==> src/inc/ttl_defines.vh <==
// Constants for the tape time locator: clock rates, scan timing, storage sizes.
`ifndef TTL_DEFINES_VH
`define TTL_DEFINES_VH
`define TTL_CORE_CLK_HZ      100000000
`define TTL_PHASE_CLK_HZ     1000000
`define TTL_PHASE_DIV        (`TTL_CORE_CLK_HZ / `TTL_PHASE_CLK_HZ)
`define TTL_SCAN_US          150
`define TTL_SCAN_TICKS       ((`TTL_SCAN_US * (`TTL_PHASE_CLK_HZ / 1000000)))
`define TTL_FRAME_HZ         60
`define TTL_DIGITS           4
`define TTL_DIGIT_TICKS      (`TTL_PHASE_CLK_HZ / (`TTL_FRAME_HZ * `TTL_DIGITS))
`define TTL_MIRROR_FACETS    8
`define TTL_SLOT_COUNT       9
`define TTL_TIME_RESET       16'h0000
`define TTL_SEG_RESET        7'h00
`define TTL_SEL_FIRST        4'h1
`endif

==> src/verilog/ttl_locator.v <==
// Tape time locator: time counting, keypad, displays, locate slots and transport command.
`include "ttl_defines.vh"
module ttl_locator #(
    parameter SCAN_TICKS  = `TTL_SCAN_TICKS,
    parameter DIGIT_TICKS = `TTL_DIGIT_TICKS,
    parameter PULSES_PER_COUNT = `TTL_MIRROR_FACETS
) (
    // Clock and reset
    input  wire       core_clk_in,
    input  wire       reset_in,
    // Motion sensors and option
    input  wire       sensor_a_in,
    input  wire       sensor_b_in,
    input  wire       count_direction_select_in,
    // Remote function switches
    input  wire       sw_locate_in,
    input  wire       sw_play_in,
    input  wire       sw_ffwd_in,
    input  wire       sw_rewind_in,
    input  wire       sw_stop_in,
    input  wire       sw_record_in,
    // Keypad
    input  wire       key_down_in,
    input  wire [3:0] key_code_in,
    input  wire       key_transfer_in,
    input  wire       key_store_in,
    input  wire       key_recall_in,
    input  wire       key_locate_reset_in,
    // Transport commands
    output reg        play_out,
    output reg        ffwd_out,
    output reg        rewind_out,
    output reg        stop_out,
    output reg        record_out,
    output reg        locating_out,
    // Display output port
    output reg  [6:0] tape_seg_out,
    output reg  [6:0] locate_seg_out,
    output reg  [3:0] digit_sel_out
);
    localparam MODE_IDLE   = 2'd0;
    localparam MODE_STORE  = 2'd1;
    localparam MODE_RECALL = 2'd2;
    localparam LOC_IDLE    = 2'd0;
    localparam LOC_FWD     = 2'd1;
    localparam LOC_REW     = 2'd2;
    localparam IN_W        = 11;
    localparam [31:0] PRE_TOP = PULSES_PER_COUNT - 1;

    reg  [6:0]      div_ff;
    reg             tick_ff;
    reg  [12:0]     scan_cnt_ff;
    reg  [12:0]     digit_cnt_ff;
    reg  [1:0]      digit_idx_ff;
    reg  [IN_W-1:0] samp_ff;
    reg  [3:0]      code_ff;
    reg  [15:0]     tape_ff;
    reg  [15:0]     locate_ff;
    reg  [15:0]     prev_locate_ff;
    reg  [3:0]      pre_ff;
    reg  [1:0]      mode_ff;
    reg  [1:0]      loc_ff;
    reg  [15:0]     slot_mem [1:`TTL_SLOT_COUNT];
    wire            count_pulse;
    wire            count_up;
    wire [IN_W-1:0] now_in;
    wire [IN_W-1:0] rise;
    wire            scan_now;
    wire            cmd_any;
    integer         k;

    // Seven-segment decode, segments g..a, lit high
    function [6:0] seg7;
        input [3:0] d;
        begin
            case (d)
                4'h0: seg7 = 7'h3f;
                4'h1: seg7 = 7'h06;
                4'h2: seg7 = 7'h5b;
                4'h3: seg7 = 7'h4f;
                4'h4: seg7 = 7'h66;
                4'h5: seg7 = 7'h6d;
                4'h6: seg7 = 7'h7d;
                4'h7: seg7 = 7'h07;
                4'h8: seg7 = 7'h7f;
                4'h9: seg7 = 7'h6f;
                default: seg7 = 7'h40;
            endcase
        end
    endfunction

    // Four-digit BCD step up or down, wrapping at 9999 and 0000
    function [15:0] bcd_step;
        input [15:0] v;
        input        up;
        integer      i;
        reg          carry;
        reg   [3:0]  d;
        begin
            bcd_step = v;
            carry    = 1'b1;
            for (i = 0; i < 4; i = i + 1) begin
                d = v[i*4 +: 4];
                if (carry) begin
                    if (up) begin
                        if (d == 4'h9) d = 4'h0;
                        else begin
                            d     = d + 4'h1;
                            carry = 1'b0;
                        end
                    end else begin
                        if (d == 4'h0) d = 4'h9;
                        else begin
                            d     = d - 4'h1;
                            carry = 1'b0;
                        end
                    end
                end
                bcd_step[i*4 +: 4] = d;
            end
        end
    endfunction

    // Switch levels are sampled as static states; only the motion path bypasses this
    assign now_in   = {sw_locate_in, sw_play_in, sw_ffwd_in, sw_rewind_in, sw_stop_in, sw_record_in,
                       key_transfer_in, key_store_in, key_recall_in, key_locate_reset_in, key_down_in};
    assign rise     = now_in & ~samp_ff;
    assign scan_now = tick_ff && (scan_cnt_ff == SCAN_TICKS - 1);
    // Any held transport switch outranks a locate request
    assign cmd_any  = sw_play_in | sw_ffwd_in | sw_rewind_in | sw_stop_in | sw_record_in;

    ttl_motion_decoder u_motion (
        .core_clk_in               (core_clk_in),
        .reset_in                  (reset_in),
        .tick_in                   (tick_ff),
        .sensor_a_in               (sensor_a_in),
        .sensor_b_in               (sensor_b_in),
        .count_direction_select_in (count_direction_select_in),
        .count_pulse_out           (count_pulse),
        .count_up_out              (count_up)
    );

    // 1 MHz timing enable divided from the core clock
    always @(posedge core_clk_in) begin
        if (reset_in) begin
            div_ff  <= 7'd0;
            tick_ff <= 1'b0;
        end else begin
            tick_ff <= (div_ff == `TTL_PHASE_DIV - 1);
            div_ff  <= (div_ff == `TTL_PHASE_DIV - 1) ? 7'd0 : div_ff + 7'd1;
        end
    end

    // Display scan: digit select walks four positions, both displays in step
    always @(posedge core_clk_in) begin
        if (reset_in) begin
            digit_cnt_ff   <= 13'd0;
            digit_idx_ff   <= 2'd0;
            digit_sel_out  <= `TTL_SEL_FIRST;
            tape_seg_out   <= `TTL_SEG_RESET;
            locate_seg_out <= `TTL_SEG_RESET;
        end else if (tick_ff) begin
            tape_seg_out   <= seg7(tape_ff[digit_idx_ff*4 +: 4]);
            locate_seg_out <= seg7(locate_ff[digit_idx_ff*4 +: 4]);
            digit_sel_out  <= 4'h1 << digit_idx_ff;
            if (digit_cnt_ff == DIGIT_TICKS - 1) begin
                digit_cnt_ff <= 13'd0;
                digit_idx_ff <= digit_idx_ff + 2'd1;
            end else begin
                digit_cnt_ff <= digit_cnt_ff + 13'd1;
            end
        end
    end

    // Control: input scan, keypad, locate run and tape time accumulation
    always @(posedge core_clk_in) begin
        if (reset_in) begin
            scan_cnt_ff    <= 13'd0;
            samp_ff        <= {IN_W{1'b0}};
            code_ff        <= 4'h0;
            tape_ff        <= `TTL_TIME_RESET;
            locate_ff      <= `TTL_TIME_RESET;
            prev_locate_ff <= `TTL_TIME_RESET;
            pre_ff         <= 4'h0;
            mode_ff        <= MODE_IDLE;
            loc_ff         <= LOC_IDLE;
            play_out       <= 1'b0;
            ffwd_out       <= 1'b0;
            rewind_out     <= 1'b0;
            stop_out       <= 1'b0;
            record_out     <= 1'b0;
            locating_out   <= 1'b0;
            for (k = 1; k <= `TTL_SLOT_COUNT; k = k + 1) begin
                slot_mem[k] <= `TTL_TIME_RESET;
            end
        end else begin
            if (tick_ff) begin
                scan_cnt_ff <= (scan_cnt_ff == SCAN_TICKS - 1) ? 13'd0 : scan_cnt_ff + 13'd1;
            end
            // Motion pulses, prescaled so direction reversals stay symmetric
            if (count_pulse) begin
                if (count_up) begin
                    if (pre_ff == PULSES_PER_COUNT - 1) begin
                        pre_ff  <= 4'h0;
                        tape_ff <= bcd_step(tape_ff, 1'b1);
                    end else pre_ff <= pre_ff + 4'h1;
                end else begin
                    if (pre_ff == 4'h0) begin
                        pre_ff  <= PRE_TOP[3:0];
                        tape_ff <= bcd_step(tape_ff, 1'b0);
                    end else pre_ff <= pre_ff - 4'h1;
                end
            end
            // Equality checked every enable, not every scan, to avoid overshoot
            if (tick_ff && loc_ff != LOC_IDLE && tape_ff == locate_ff) begin
                loc_ff       <= LOC_IDLE;
                locating_out <= 1'b0;
                ffwd_out     <= 1'b0;
                rewind_out   <= 1'b0;
                stop_out     <= 1'b1;
            end
            // Act only when the sampled switch state or key code differs from the last one
            if (scan_now && (now_in != samp_ff || key_code_in != code_ff)) begin
                samp_ff  <= now_in;
                code_ff  <= key_code_in;
                play_out <= sw_play_in;
                record_out <= sw_record_in;
                // Remote stop has no standby line, so it only halts
                stop_out <= sw_stop_in;
                if (sw_play_in || sw_ffwd_in || sw_rewind_in || sw_stop_in || sw_record_in) begin
                    loc_ff       <= LOC_IDLE;
                    locating_out <= 1'b0;
                    ffwd_out     <= sw_ffwd_in;
                    rewind_out   <= sw_rewind_in;
                end else if (loc_ff == LOC_IDLE) begin
                    ffwd_out   <= 1'b0;
                    rewind_out <= 1'b0;
                end
                if (rise[10] && tape_ff != locate_ff && !cmd_any) begin
                    locating_out <= 1'b1;
                    loc_ff       <= (tape_ff < locate_ff) ? LOC_FWD : LOC_REW;
                    ffwd_out     <= (tape_ff < locate_ff);
                    rewind_out   <= (tape_ff > locate_ff);
                    stop_out     <= 1'b0;
                end
                if (rise[4]) begin
                    tape_ff <= locate_ff;
                end
                if (rise[1]) begin
                    locate_ff <= `TTL_TIME_RESET;
                    mode_ff   <= MODE_IDLE;
                end
                case (mode_ff)
                    MODE_IDLE: begin
                        if (rise[3]) mode_ff <= MODE_STORE;
                        else if (rise[2]) mode_ff <= MODE_RECALL;
                        else if (rise[0] && key_code_in <= 4'h9) begin
                            locate_ff <= {locate_ff[11:0], key_code_in};
                        end
                    end
                    MODE_STORE: begin
                        if (rise[0]) begin
                            if (key_code_in >= 4'h1 && key_code_in <= 4'h9) begin
                                slot_mem[key_code_in] <= locate_ff;
                            end
                            mode_ff <= MODE_IDLE;
                        end
                    end
                    MODE_RECALL: begin
                        if (rise[2]) begin
                            // Second recall brings back the value shown before
                            locate_ff <= prev_locate_ff;
                            mode_ff   <= MODE_IDLE;
                        end else if (rise[0]) begin
                            prev_locate_ff <= locate_ff;
                            if (key_code_in == 4'h0) locate_ff <= `TTL_TIME_RESET;
                            else if (key_code_in <= 4'h9) locate_ff <= slot_mem[key_code_in];
                            mode_ff <= MODE_IDLE;
                        end
                    end
                    default: mode_ff <= MODE_IDLE;
                endcase
            end
        end
    end
endmodule

==> src/verilog/ttl_motion_decoder.v <==
// Squares the two optical sensor levels into a count pulse and a direction.
module ttl_motion_decoder (
    // Clock, reset and 1 MHz timing enable
    input  wire       core_clk_in,
    input  wire       reset_in,
    input  wire       tick_in,
    // Optical sensors and direction sense option
    input  wire       sensor_a_in,
    input  wire       sensor_b_in,
    input  wire       count_direction_select_in,
    // Decoded motion
    output reg        count_pulse_out,
    output reg        count_up_out
);
    reg a_prev_ff;

    // One pulse per rising edge of sensor A; sensor B phase gives direction
    always @(posedge core_clk_in) begin
        if (reset_in) begin
            // Start as if A were high: a sensor already high at reset must not count as an edge
            a_prev_ff       <= 1'b1;
            count_pulse_out <= 1'b0;
            count_up_out    <= 1'b1;
        end else begin
            count_pulse_out <= 1'b0;
            if (tick_in) begin
                a_prev_ff <= sensor_a_in;
                if (sensor_a_in && !a_prev_ff) begin
                    count_pulse_out <= 1'b1;
                    count_up_out    <= ~sensor_b_in ^ count_direction_select_in;
                end
            end
        end
    end
endmodule
==> config.mk <==
export PLATFORM = sky130hd
export DESIGN_NAME = ttl_locator
export DESIGN_NICKNAME = d
export VERILOG_FILES = /design/src/verilog/ttl_locator.v /design/src/verilog/ttl_motion_decoder.v
export VERILOG_INCLUDE_DIRS = /design/src /design/src/inc
export SDC_FILE = /design/constraint.sdc
export NUM_CORES = 1
export LEC_CHECK = 0
export ABC_CLOCK_PERIOD_IN_PS = 3650
export BUFFER_PORTS_ARGS = -buffer_cell sky130_fd_sc_hd__buf_2
export CORE_UTILIZATION = 44
export DETAILED_ROUTE_END_ITERATION = 16
export GPL_TIMING_DRIVEN = 0
export SKIP_CTS_REPAIR_TIMING = 1
export SLEW_MARGIN = 30
export SYNTH_ARGS = -nofsm -noshare
export SYNTH_HDL_FRONTEND = slang
export SYNTH_SLANG_ARGS = --single-unit
==> constraint.sdc <==
create_clock -name core_clk_in -period 3.65 [get_ports core_clk_in]
set_clock_uncertainty 0.15 [all_clocks]
set_input_delay 0 -clock core_clk_in [delete_from_list [all_inputs] [get_ports core_clk_in]]
set_output_delay 0 -clock core_clk_in [all_outputs]
set_load 0.05 [all_outputs]
### Word level (Yosys, flattened, before mapping)

Memories as Yosys holds them, arrays and structs flattened. A register that Yosys moved wholly into a read port is not among the register bits.
Index checks and enable logic that the tools add are counted.

* $add $sub $neg: 14
* $mul: 0
* divide/modulo/power cells: 0
* order comparisons: 4
* equality and inequality tests: 14
* shift-type cells: 3
* muxes and demuxes: 108
* bitwise operators: 10
* reductions and logical operators: 32

Operators by type and width (count)
* 16-bit 2-to-1 mux: 15
* 4-bit 2-to-1 mux: 18
* 1-bit 2-to-1 mux: 61
* 16-bit one-hot mux with 2 select lines: 1
* 16-bit by 5-bit variable part select with 4-bit output: 2
* 13-bit by 1-bit adder with 13-bit output (second input constant): 2
* 13-bit 2-to-1 mux: 2
* 4-bit zero test: 6
* 4-bit by 1-bit adder with 4-bit output (second input constant): 5
* 2-bit 2-to-1 mux: 10
* 4-bit by 1-bit subtractor with 4-bit output (second input constant): 5
* 16-bit equality test: 1
* 4-bit equality test (second input constant): 4
* 16-bit > comparator: 1
* 16-bit less-than comparator: 1
* 16-bit != test: 1
* 16-bit OR reduction: 1
* 13-bit equality test (second input constant): 1
* 13-bit by 8-bit equality test with 1-bit output (second input constant): 1
* 11-bit bitwise AND: 1
* 11-bit != test: 1
* 11-bit NOT: 1
* 1-bit logical AND: 9
* 7-bit by 1-bit adder with 7-bit output (second input constant): 1
* other kinds (20): 34

* bits in registers: 120
* latch bits: 0
* RAM bits: 144
* ROM bits: 224
* input port bits: 20
* output and inout bits: 24
* word-level logic and storage cells: 211
* memories kept: 3

Memories
* slot_mem: depth 9, bits a word 16, rd ports 1, clocked after memory_dff 0, write ports 9, line ttl_locator.v:63 `` reg [15:0] slot_mem [1:`TTL_SLOT_COUNT]; ``
* (name not given): depth 16, bits a word 7, rd ports 1, clocked after memory_dff 1, write ports 0, line ttl_locator.v:76 `case (d)`
* (name not given): depth 16, bits a word 7, rd ports 1, clocked after memory_dff 1, write ports 0, line ttl_locator.v:76

### Depth between registers and ports, before layout

Gate-level depths: netlist of the first run.

* word-level depth: 22
* mapped depth: 11
* gate-level depth less buffers: 8

### By module

A second synthesis of the first run with hierarchy kept.

* cells, all modules: 1509
* area total of the unflattened synthesis: 15970.3 um2

By module, submodules not included
* ttl_locator: times used 1, cells an instance 1499, area each 15838.9 um2, seq. area each 8107.8 um2
* ttl_motion_decoder: times used 1, cells an instance 10, area each 131.4 um2, seq. area each 60.1 um2

### Least setup slack after synthesis of the first run

OpenSTA, ideal clock, no wires.

* path type: flip-flop to flip-flop
* start: register scan_cnt_ff[0]
* end: memory slot_mem[2][0] (enable)
* setup time: 0.411 ns
* arrival time: 3.037 ns
* data required time: 3.089 ns
* path slack: 0.052 ns
* cell stages (with the launch flop): 9
* buffers on the path: 2
* period minus slack after synthesis: 3.598 ns
* path through: dfxtp_1 > ha_1 > nor3b_1 > nand4_1 > buf_2 > a41oi_1 > nand3_1 > clkbuf_1 > o21ai_0

RTL lines
* start, declared: line ttl_locator.v:52 `reg [12:0] scan_cnt_ff;`
* start signal, assigned: line ttl_locator.v:198 `scan_cnt_ff <= (scan_cnt_ff == SCAN_TICKS - 1) ? 13'd0 : scan_cnt_ff + 13'd1;`
* end, declared: line ttl_locator.v:63

==> results of run 1 <==
[through the flow]
step	utilization	instance area [um^2]
3_5_place_dp	0.476	16900
3_3_place_gp	0.471	16700
6_report	0.517	18300
5_1_grt	0.517	18300
2_1_floorplan	-	16000
4_1_cts	0.509	18100
[final cells by class]
| type | count | area (um^2) | area share |
|---|---|---|---|
| buffer | 133 | 552 | 0.0301 |
| clock buffer | 54 | 1120 | 0.0612 |
| clock inverter | 9 | 71.3 | 0.00389 |
| inverter | 46 | 173 | 0.00942 |
| multi-input combinational | 1044 | 7220 | 0.394 |
| sequential | 315 | 8150 | 0.444 |
| tap | 461 | 577 | 0.0315 |
| timing repair buffer | 64 | 475 | 0.0259 |
[routing by layer]
layer,track usage,up-vias,wire [um]
met5,0,-,0
met2,0.434,431,22900
li1,-,5799,-
met3,0.0397,99,3110
met4,0.0858,0,1430
met1,0.349,6216,20300
[worst paths after layout]
kind             startpoint             end  depth (start not counted)
max reg2reg  scan_cnt_ff[7]  slot_mem[3][9]                          8
min                reset_in       loc_ff[0]                          4
min reg2reg      samp_ff[0]      samp_ff[0]                          2
max          scan_cnt_ff[7]  slot_mem[3][9]                          8
[tightest hold or removal path, delay by kind of cell]
kind	cells	cell delay [ns]
AO/OA/AOI/OAI	2	0.21
buffers and inverters	1	0.36
AND/OR/NAND/NOR	1	0.09
[kinds of logic after synthesis]
group | after synthesis | synth area share
AO/OA/AOI/OAI | 252 | 0.102
XOR/XNOR | 47 | 0.0260
adder cells (fa/ha/maj) | 45 | 0.0356
buffers and inverters | 179 | 0.0455
flip-flops | 315 | 0.515
multiplexers | 105 | 0.106
other | 1 | 0.000237
AND/OR/NAND/NOR | 556 | 0.170
[power by group through the flow]
| stage | Clock, mW | Sequential [mW] | Combinational, mW |
|---|---|---|---|
| floorplan | 0 | 3.94 | 0.402 |
| global placement | 0 | 3.96 | 0.586 |
| detailed placement | 0 | 3.96 | 0.610 |
| CTS | 3.69 | 3.88 | 0.613 |
| global route | 3.82 | 3.89 | 0.696 |
| finish | 3.65 | 3.88 | 0.649 |
[state kept, by name, summed over array words and instances (netlist names), 7 cells and up]
| signal | count |
|---|---|
| digit_cnt_ff | 13 |
| tape_ff | 16 |
| scan_cnt_ff | 13 |
| prev_locate_ff | 16 |
| slot_mem | 183 |
| locate_seg_out | 7 |
| div_ff | 7 |
| locate_ff | 16 |
| tape_seg_out | 7 |
| samp_ff | 11 |
[layout by cell type, fill, tap and decap left out, types with 13 or more instances in the layout]
cell             n
a211oi_1        32
buf_1           15
a31oi_1         13
xnor2_1         14
a21oi_1         53
dlygate4sd3_1   14
mux2i_1         50
ha_1            45
clkbuf_1       104
nand2_1        114
nor3_1         159
mux4_2          49
edfxtp_1       183
conb_1          39
inv_1           44
xor2_1          33
nand3_1         40
a22oi_1         16
nor2_1         135
clkbuf_16       39
buf_2           50
nor4_1          26
dfxtp_1        126
o21ai_0         67
==> results by stage, run 1 <==
Timing:
- The total negative setup slack is 0 ns.
- Setup slack closes at 0.166 ns.
- The number of failing setup endpoints in the final timing report is 0.
- The measured slew at the worst slew-check pin is 1.34 ns.
- Derived from the worst setup path, the maximum achievable clock frequency is 287 MHz.
- The count of final hold-check violations is 0.
- The final max-slew violation count came to 0.
- Measured against its own limit, the worst slew margin works out to 0.105.
- The final critical-path share of the clock period is 0.955.
- The minimum hold slack is 0.0422 ns.
- For the finished layout, the period the worst path requires is 3.48 ns.

Yosys:
- The count of cell types in the netlist is 71.
- The synthesized design spends more area on one cell type than any other, namely edfxtp_1.
- In the synthesized netlist, the cells that appear most often are 183 x edfxtp_1, 159 x nor3_1, 135 x nor2_1, 132 x dfxtp_1, 114 x nand2_1.
- By area the synthesized netlist is led by edfxtp_1 35%, dfxtp_1 17%, mux4_2 7.0%.
- In the post-synthesis netlist, the cell with the most instances is edfxtp_1.
- In the synthesized netlist the dominant register cell turns out to be edfxtp_1.
- The async set or reset register ratio after synthesis is 0.
- Synthesis produced 1500 cells.
- Counting flops with a built-in enable in the synthesized netlist gives 183.
- The count of state elements after synthesis is 315.
- The top-area cell type share of the netlist area is 0.348.
- The total number of yosys warnings is 0.
- The average size of a mapped cell is 10.5 um^2.
- The combined area of all synthesized cells is 15800 um^2.
- The sequential share of the synthesized area is 0.515.

Clock network:
- TritonCTS built the clock tree.
- The maximum level of the CTS H-tree is 2.
- The clock root buffer is clkbuf_16.
- Clock tree synthesis found a total of 315 sinks.
- The longest clock path from root to sink contains 3 buffers.
- Clock-pin slew was measured on the worst setup and hold paths at 0.06 ns.
- The number of clock buffers added by TritonCTS is 37.
- The clock network latency to the later pin of the worst-skew pair is 0.52 ns.

Floorplanning:
- The row count is 69.
- The full die area is 36700 um^2.
- The initial core utilization is 0.446.
- The core region is 35500 um^2.
- 44 I/O pins were placed.
- Measured along the y axis, the die boundary spans 192 um.
- The floorplan step set the die width to 192 um.

Pwr:
- Of the total power, the share spent switching nets is 0.232.
- The internal power consumption is 6.28 mW.
- Of the total power, combinational logic draws 0.079.
- The sequential fraction of design power is 0.475.
- The clock power share is 0.446.
- In this run the static leakage power is 6.30 nW.
- The analysis attributes to net switching a power of 1.90 mW.
- Summing internal, switching and leakage power gives 8.18 mW.
- IR analysis of the VDD net gives a maximum drop of 428 uV.
- Dividing total power by cell area gives a power density of 446 nW/um^2.

Routing:
- The detail route stage leaves a number of antenna-violating nets equal to 0.
- The routed design has 47.7 mm of wire.
- The final routed wire length divided by cell count is 22.4 um.
- The vias per cell is 5.90.
- The vias after detailed routing is 12500.
- The first TritonRoute pass finished after 6 iterations.
- The number of DRC markers in iteration 0 is 1033.
- In the routed design, unresolved DRC markers number 0.

Min path:
- The min-delay analysis places its worst path in the category in2reg.

Place:
- After detailed placement, the design holds a cell count of 2047.
- The post-placement setup slack is -0.401 ns.
- The detailed placer's ending HPWL is 33.4 mm.
- The routability congestion estimate is 0.898.
- Port buffering added 39 buffers.

Setup path:
- The worst setup path is launched from a flip-flop.
- The largest incremental delay on the critical path is 0.42 ns.
- Data on the critical path arrives at its endpoint at 3.56 ns.
- Of all nets on the critical path, the largest fanout is 10.
- The family with the most delay on the worst path is simple AND/OR/NAND/NOR gates.
- The largest individual stage delay along the critical path comes from the cell a41oi_4.
- The worst path buffer plus inverter count is 3.
- The classification of the worst setup path is reg2reg.
- The data required time at the worst endpoint is 3.73 ns.
- The worst register-to-register path has a setup slack of 0.17 ns.
- Traced cell by cell, the critical path runs through nor4bb_1 -> nand4_1 -> buf_2 -> a41oi_4 -> nand3_1 -> clkbuf_2 -> o21ai_4 -> buf_6.
- The kind of capture point of the worst setup path is a flip-flop.

Global routing:
- The initial antenna violation count is 0.
- The global route total overflow is 0.
- The combined global-route utilization of all metal layers is 0.262.
- The via count of the first global-routing pass came to 12100.
- The wire length of the first global-routing pass is 72.3 mm.
- The pin count of the biggest net entering global routing is 14.

Cells and area:
- The ratio of cells with drive above 1 in the final layout is 0.125.
- The synthesis-to-layout area growth is 16.0%.
- The number of standard cells in the final layout excluding fillers is 2126.
- At the end of the flow, the number of nets in the layout was 1706.
- The repair_antennas step left the layout with diodes totalling 0.
- The filler cell count in the final layout is 3211.

Job:
- Max-cap violations in this run came to 0.

Outcome:
- The run finished with clean final reports.
No activity file was read; power rests on OpenSTA's default activity.
==> inputs of run 2 (changes only) <==
--- a/config.mk
+++ b/config.mk
@@ -8,6 +8,7 @@
 export LEC_CHECK = 0
 export ABC_CLOCK_PERIOD_IN_PS = 3650
 export BUFFER_PORTS_ARGS = -buffer_cell sky130_fd_sc_hd__buf_2
+export CORE_MARGIN = 2
 export CORE_UTILIZATION = 44
 export DETAILED_ROUTE_END_ITERATION = 16
 export GPL_TIMING_DRIVEN = 0
==> results by stage, run 2 (same netlist as run 1, synthesis figures left out) <==
Min path:
- The worst min-delay path class is in2reg.
- The worst hold path stage count is 4 (unchanged).

Clock network:
- The total number of clock tree sinks is 315 (unchanged).
- The maximum level of the CTS H-tree came to 2 (unchanged).
- The number of buffers between clock root and the deepest sink is 3 (unchanged).
- The post-CTS clock slew at the launch and capture registers of the worst setup and hold paths came to 0.06 ns (about the same).
- The total CTS buffers came to 36 (-2.7%).
- The tree is rooted in a clkbuf_16.
- The clock network latency to the later pin of the worst-skew pair came to 0.53 ns (about the same).
- The TritonCTS clock tree is yes.

Setup path:
- The worst path buffer plus inverter count was 3 (unchanged).
- The cell family contributing the most delay on the critical path is simple AND/OR/NAND/NOR gates.
- The data required time at the worst endpoint was 3.74 ns (about the same).
- The destination of the worst register-to-register timing path is slot_mem[3][15].
- The worst setup path is captured at a flip-flop.
- The slowest cell on the critical path is o21ai_4.
- The largest fanout on the critical path came to 10 (unchanged).
- The classification of the worst setup path is reg2reg.
- The flop-to-flop setup slack is 0.1 ns (-0.07 ns).
- The startpoint identified for the worst register-to-register timing path is scan_cnt_ff[7].
- The data arrival at the endpoint of the critical path is 3.64 ns (+0.08 ns).
- The worst reg2reg path depth is 8 (unchanged).
- The count of cell instances traversed by the critical path is 8 (unchanged).
- The first element of the critical path is scan_cnt_ff[7].
- The startpoint class of the critical path is a flip-flop.
- The critical path ends at slot_mem[3][15].
- The largest incremental delay on the critical path is 0.46 ns (+0.04 ns).
- Traced cell by cell, the critical path runs through nor4bb_1 -> nand4_1 -> buf_2 -> a41oi_4 -> nand3_1 -> clkbuf_1 -> o21ai_4 -> buf_6.

Global routing:
- The global route total overflow is 0 (unchanged).
- The pin count of the biggest net entering global routing is 13 (-1).
- The via count of the first global-routing pass came to 12000 (-1.2%).
- The wire length of the first global-routing pass is 72.3 mm (about the same).
- The initial antenna violation count is 0 (unchanged).
- The combined global-route utilization of all metal layers is 0.249 (-0.0125).

Pwr:
- The largest voltage drop on the vdd net is 382 uV (-11%).
- The areal power density over the cells is 437 nW/um^2 (-2.0%).
- The reported leakage power was 6.23 nW (-1.1%).
- The total chip power came to 7.97 mW (-2.6%).

Cells and area:
- The ratio of cells with drive above 1 in the final layout is 0.118 (-0.00721).
- The top cell types in the final layout, fill and taps aside, are 183 x edfxtp_1, 159 x nor3_1, 135 x nor2_1, 126 x dfxtp_1, 114 x nand2_1.
- The number of nets in the layout came to 1704 (-0.12%).
- The final cell utilization of the core came to 0.514 (-0.00303).
- The filler cell count in the final layout is 3215 (+0.12%).
- The area of all placed cells without fillers is 18200 um^2 (-0.59%).
- The number of antenna diodes is 0 (unchanged).
- The synthesis-to-layout area growth is 15.3%.
- The number of flip-flops under the largest register name is 183 (unchanged).
- The register containing the most flip-flops in the final layout is slot_mem.
- The library cell used most frequently in the layout, excluding fill and tap cells, is edfxtp_1.

Job:
- The count of max-cap constraint violations is 0 (unchanged).

Timing:
- The remaining max-slew budget at the tightest pin is 0.115 (+0.0101).
- The total negative setup slack is 0 ns (unchanged).
- The number of failing setup endpoints in the final timing report came to 0 (unchanged).
- The shortest clock period the worst path allows after layout was 3.55 ns (+0.0658 ns).
- The setup slack after layout is 0.100 ns (-0.0658 ns).
- The count of final hold-check violations is 0 (unchanged).
- The final max-slew violation count is 0 (unchanged).
- The final critical-path share of the clock period is 0.973 (+0.0180).
- The measured slew at the worst slew-check pin came to 1.33 ns (-0.0151 ns).
- The highest attainable clock frequency is 282 MHz (-1.9%).

Floorplanning:
- The vertical die dimension is 194 um (+1.0%).
- The number of top-level design ports is 44 (unchanged).
- The row count is 69 (unchanged).
- The area of the core region was 35500 um^2 (unchanged).
- The horizontal die dimension is 194 um (+1.0%).
- The full die area is 37500 um^2 (+2.1%).
- The initial core utilization is 0.446 (unchanged).

Place:
- The count of port buffers added during placement is 39 (unchanged).
- The area after detailed placement is 16900 um^2 (about the same).
- The detailed placer's ending HPWL is 33.2 mm (-0.55%).
- The routability congestion estimate is 0.892 (-0.72%).
- The post-placement setup slack came to -0.401 ns (-0.000548 ns).

Routing:
- The number of nets still failing antenna checks after routing is 0 (unchanged).
- The sum of routed wire length over all layers is 47.2 mm (-0.97%).
- The vias after detailed routing is 12600 (+0.54%).
- The final routed DRC violation total was 0 (unchanged).
- The final routed wire length divided by cell count is 22.2 um (-0.97%).
- The length of the first detailed-routing pass in iterations is 5 (-1).
- The vias per cell came to 5.93 (+0.54%).
- The number of DRC markers in iteration 0 is 1136 (+10%).

Outcome:
- The run finished with clean final reports.
-- run 2: changes by cell type in the layout (fill, tap and decap cells not counted), moves of 3 or more --
cell	previous run	this run
clkbuf_1	104	110
clkbuf_16	39	36
clkbuf_8	9	3
clkinv_1	4	10
clkinv_2	5	2
-- run 2: power breakdown --
part,internal (mW),switching (mW)
clock network,1.96,1.48
registers,3.85,0.0349
logic,0.238,0.407
-- run 2: cell type report --
| class | count | area [um^2] | share of cell area |
|---|---|---|---|
| flip-flops and latches | 315 | 8150 | 0.447 |
| repair buffers | 63 | 464 | 0.0255 |
| inverters | 46 | 173 | 0.00947 |
| clock inverters | 14 | 115 | 0.00631 |
| clock buffers | 50 | 983 | 0.0540 |
| well taps | 461 | 577 | 0.0316 |
| multi-input cells | 1044 | 7220 | 0.396 |
| plain buffers | 133 | 551 | 0.0302 |
-- run 2: how the worst min path moves through the flow --
stage / start / to
2_1_floorplan: sensor_a_in / u_motion.a_prev_ff
3_3_place_gp: sensor_a_in / u_motion.a_prev_ff
3_5_place_dp: sensor_a_in / u_motion.a_prev_ff
4_1_cts: key_down_in / samp_ff[0]
5_1_grt: reset_in / loc_ff[1]
6_report: reset_in / loc_ff[0]
-- run 2: layer usage --
layer | GRT usage | vias up | wire length, um
met5 | 0 | - | 0
met4 | 0.0828 | 0 | 1570
met3 | 0.0340 | 99 | 3630
met2 | 0.390 | 504 | 21800
met1 | 0.358 | 6202 | 20300
li1 | - | 5808 | -
-- run 2: per-stage QoR --
stage	std cells	hold slack (ns)
6_report	2126	0.0116
5_1_grt	2126	0.0652
4_1_cts	2111	-0.437
3_5_place_dp	2047	0.116
3_3_place_gp	2038	0.104
2_1_floorplan	1538	-0.0220
-- run 2: worst reg2reg max path: stages, from the launching register on --
cell and delay (ns):
dfxtp_1 0.40, nor4bb_1 0.39, nand4_1 0.23, buf_2 0.29, a41oi_4 0.37, nand3_1 0.33
clkbuf_1 0.43, o21ai_4 0.46, buf_6 0.21
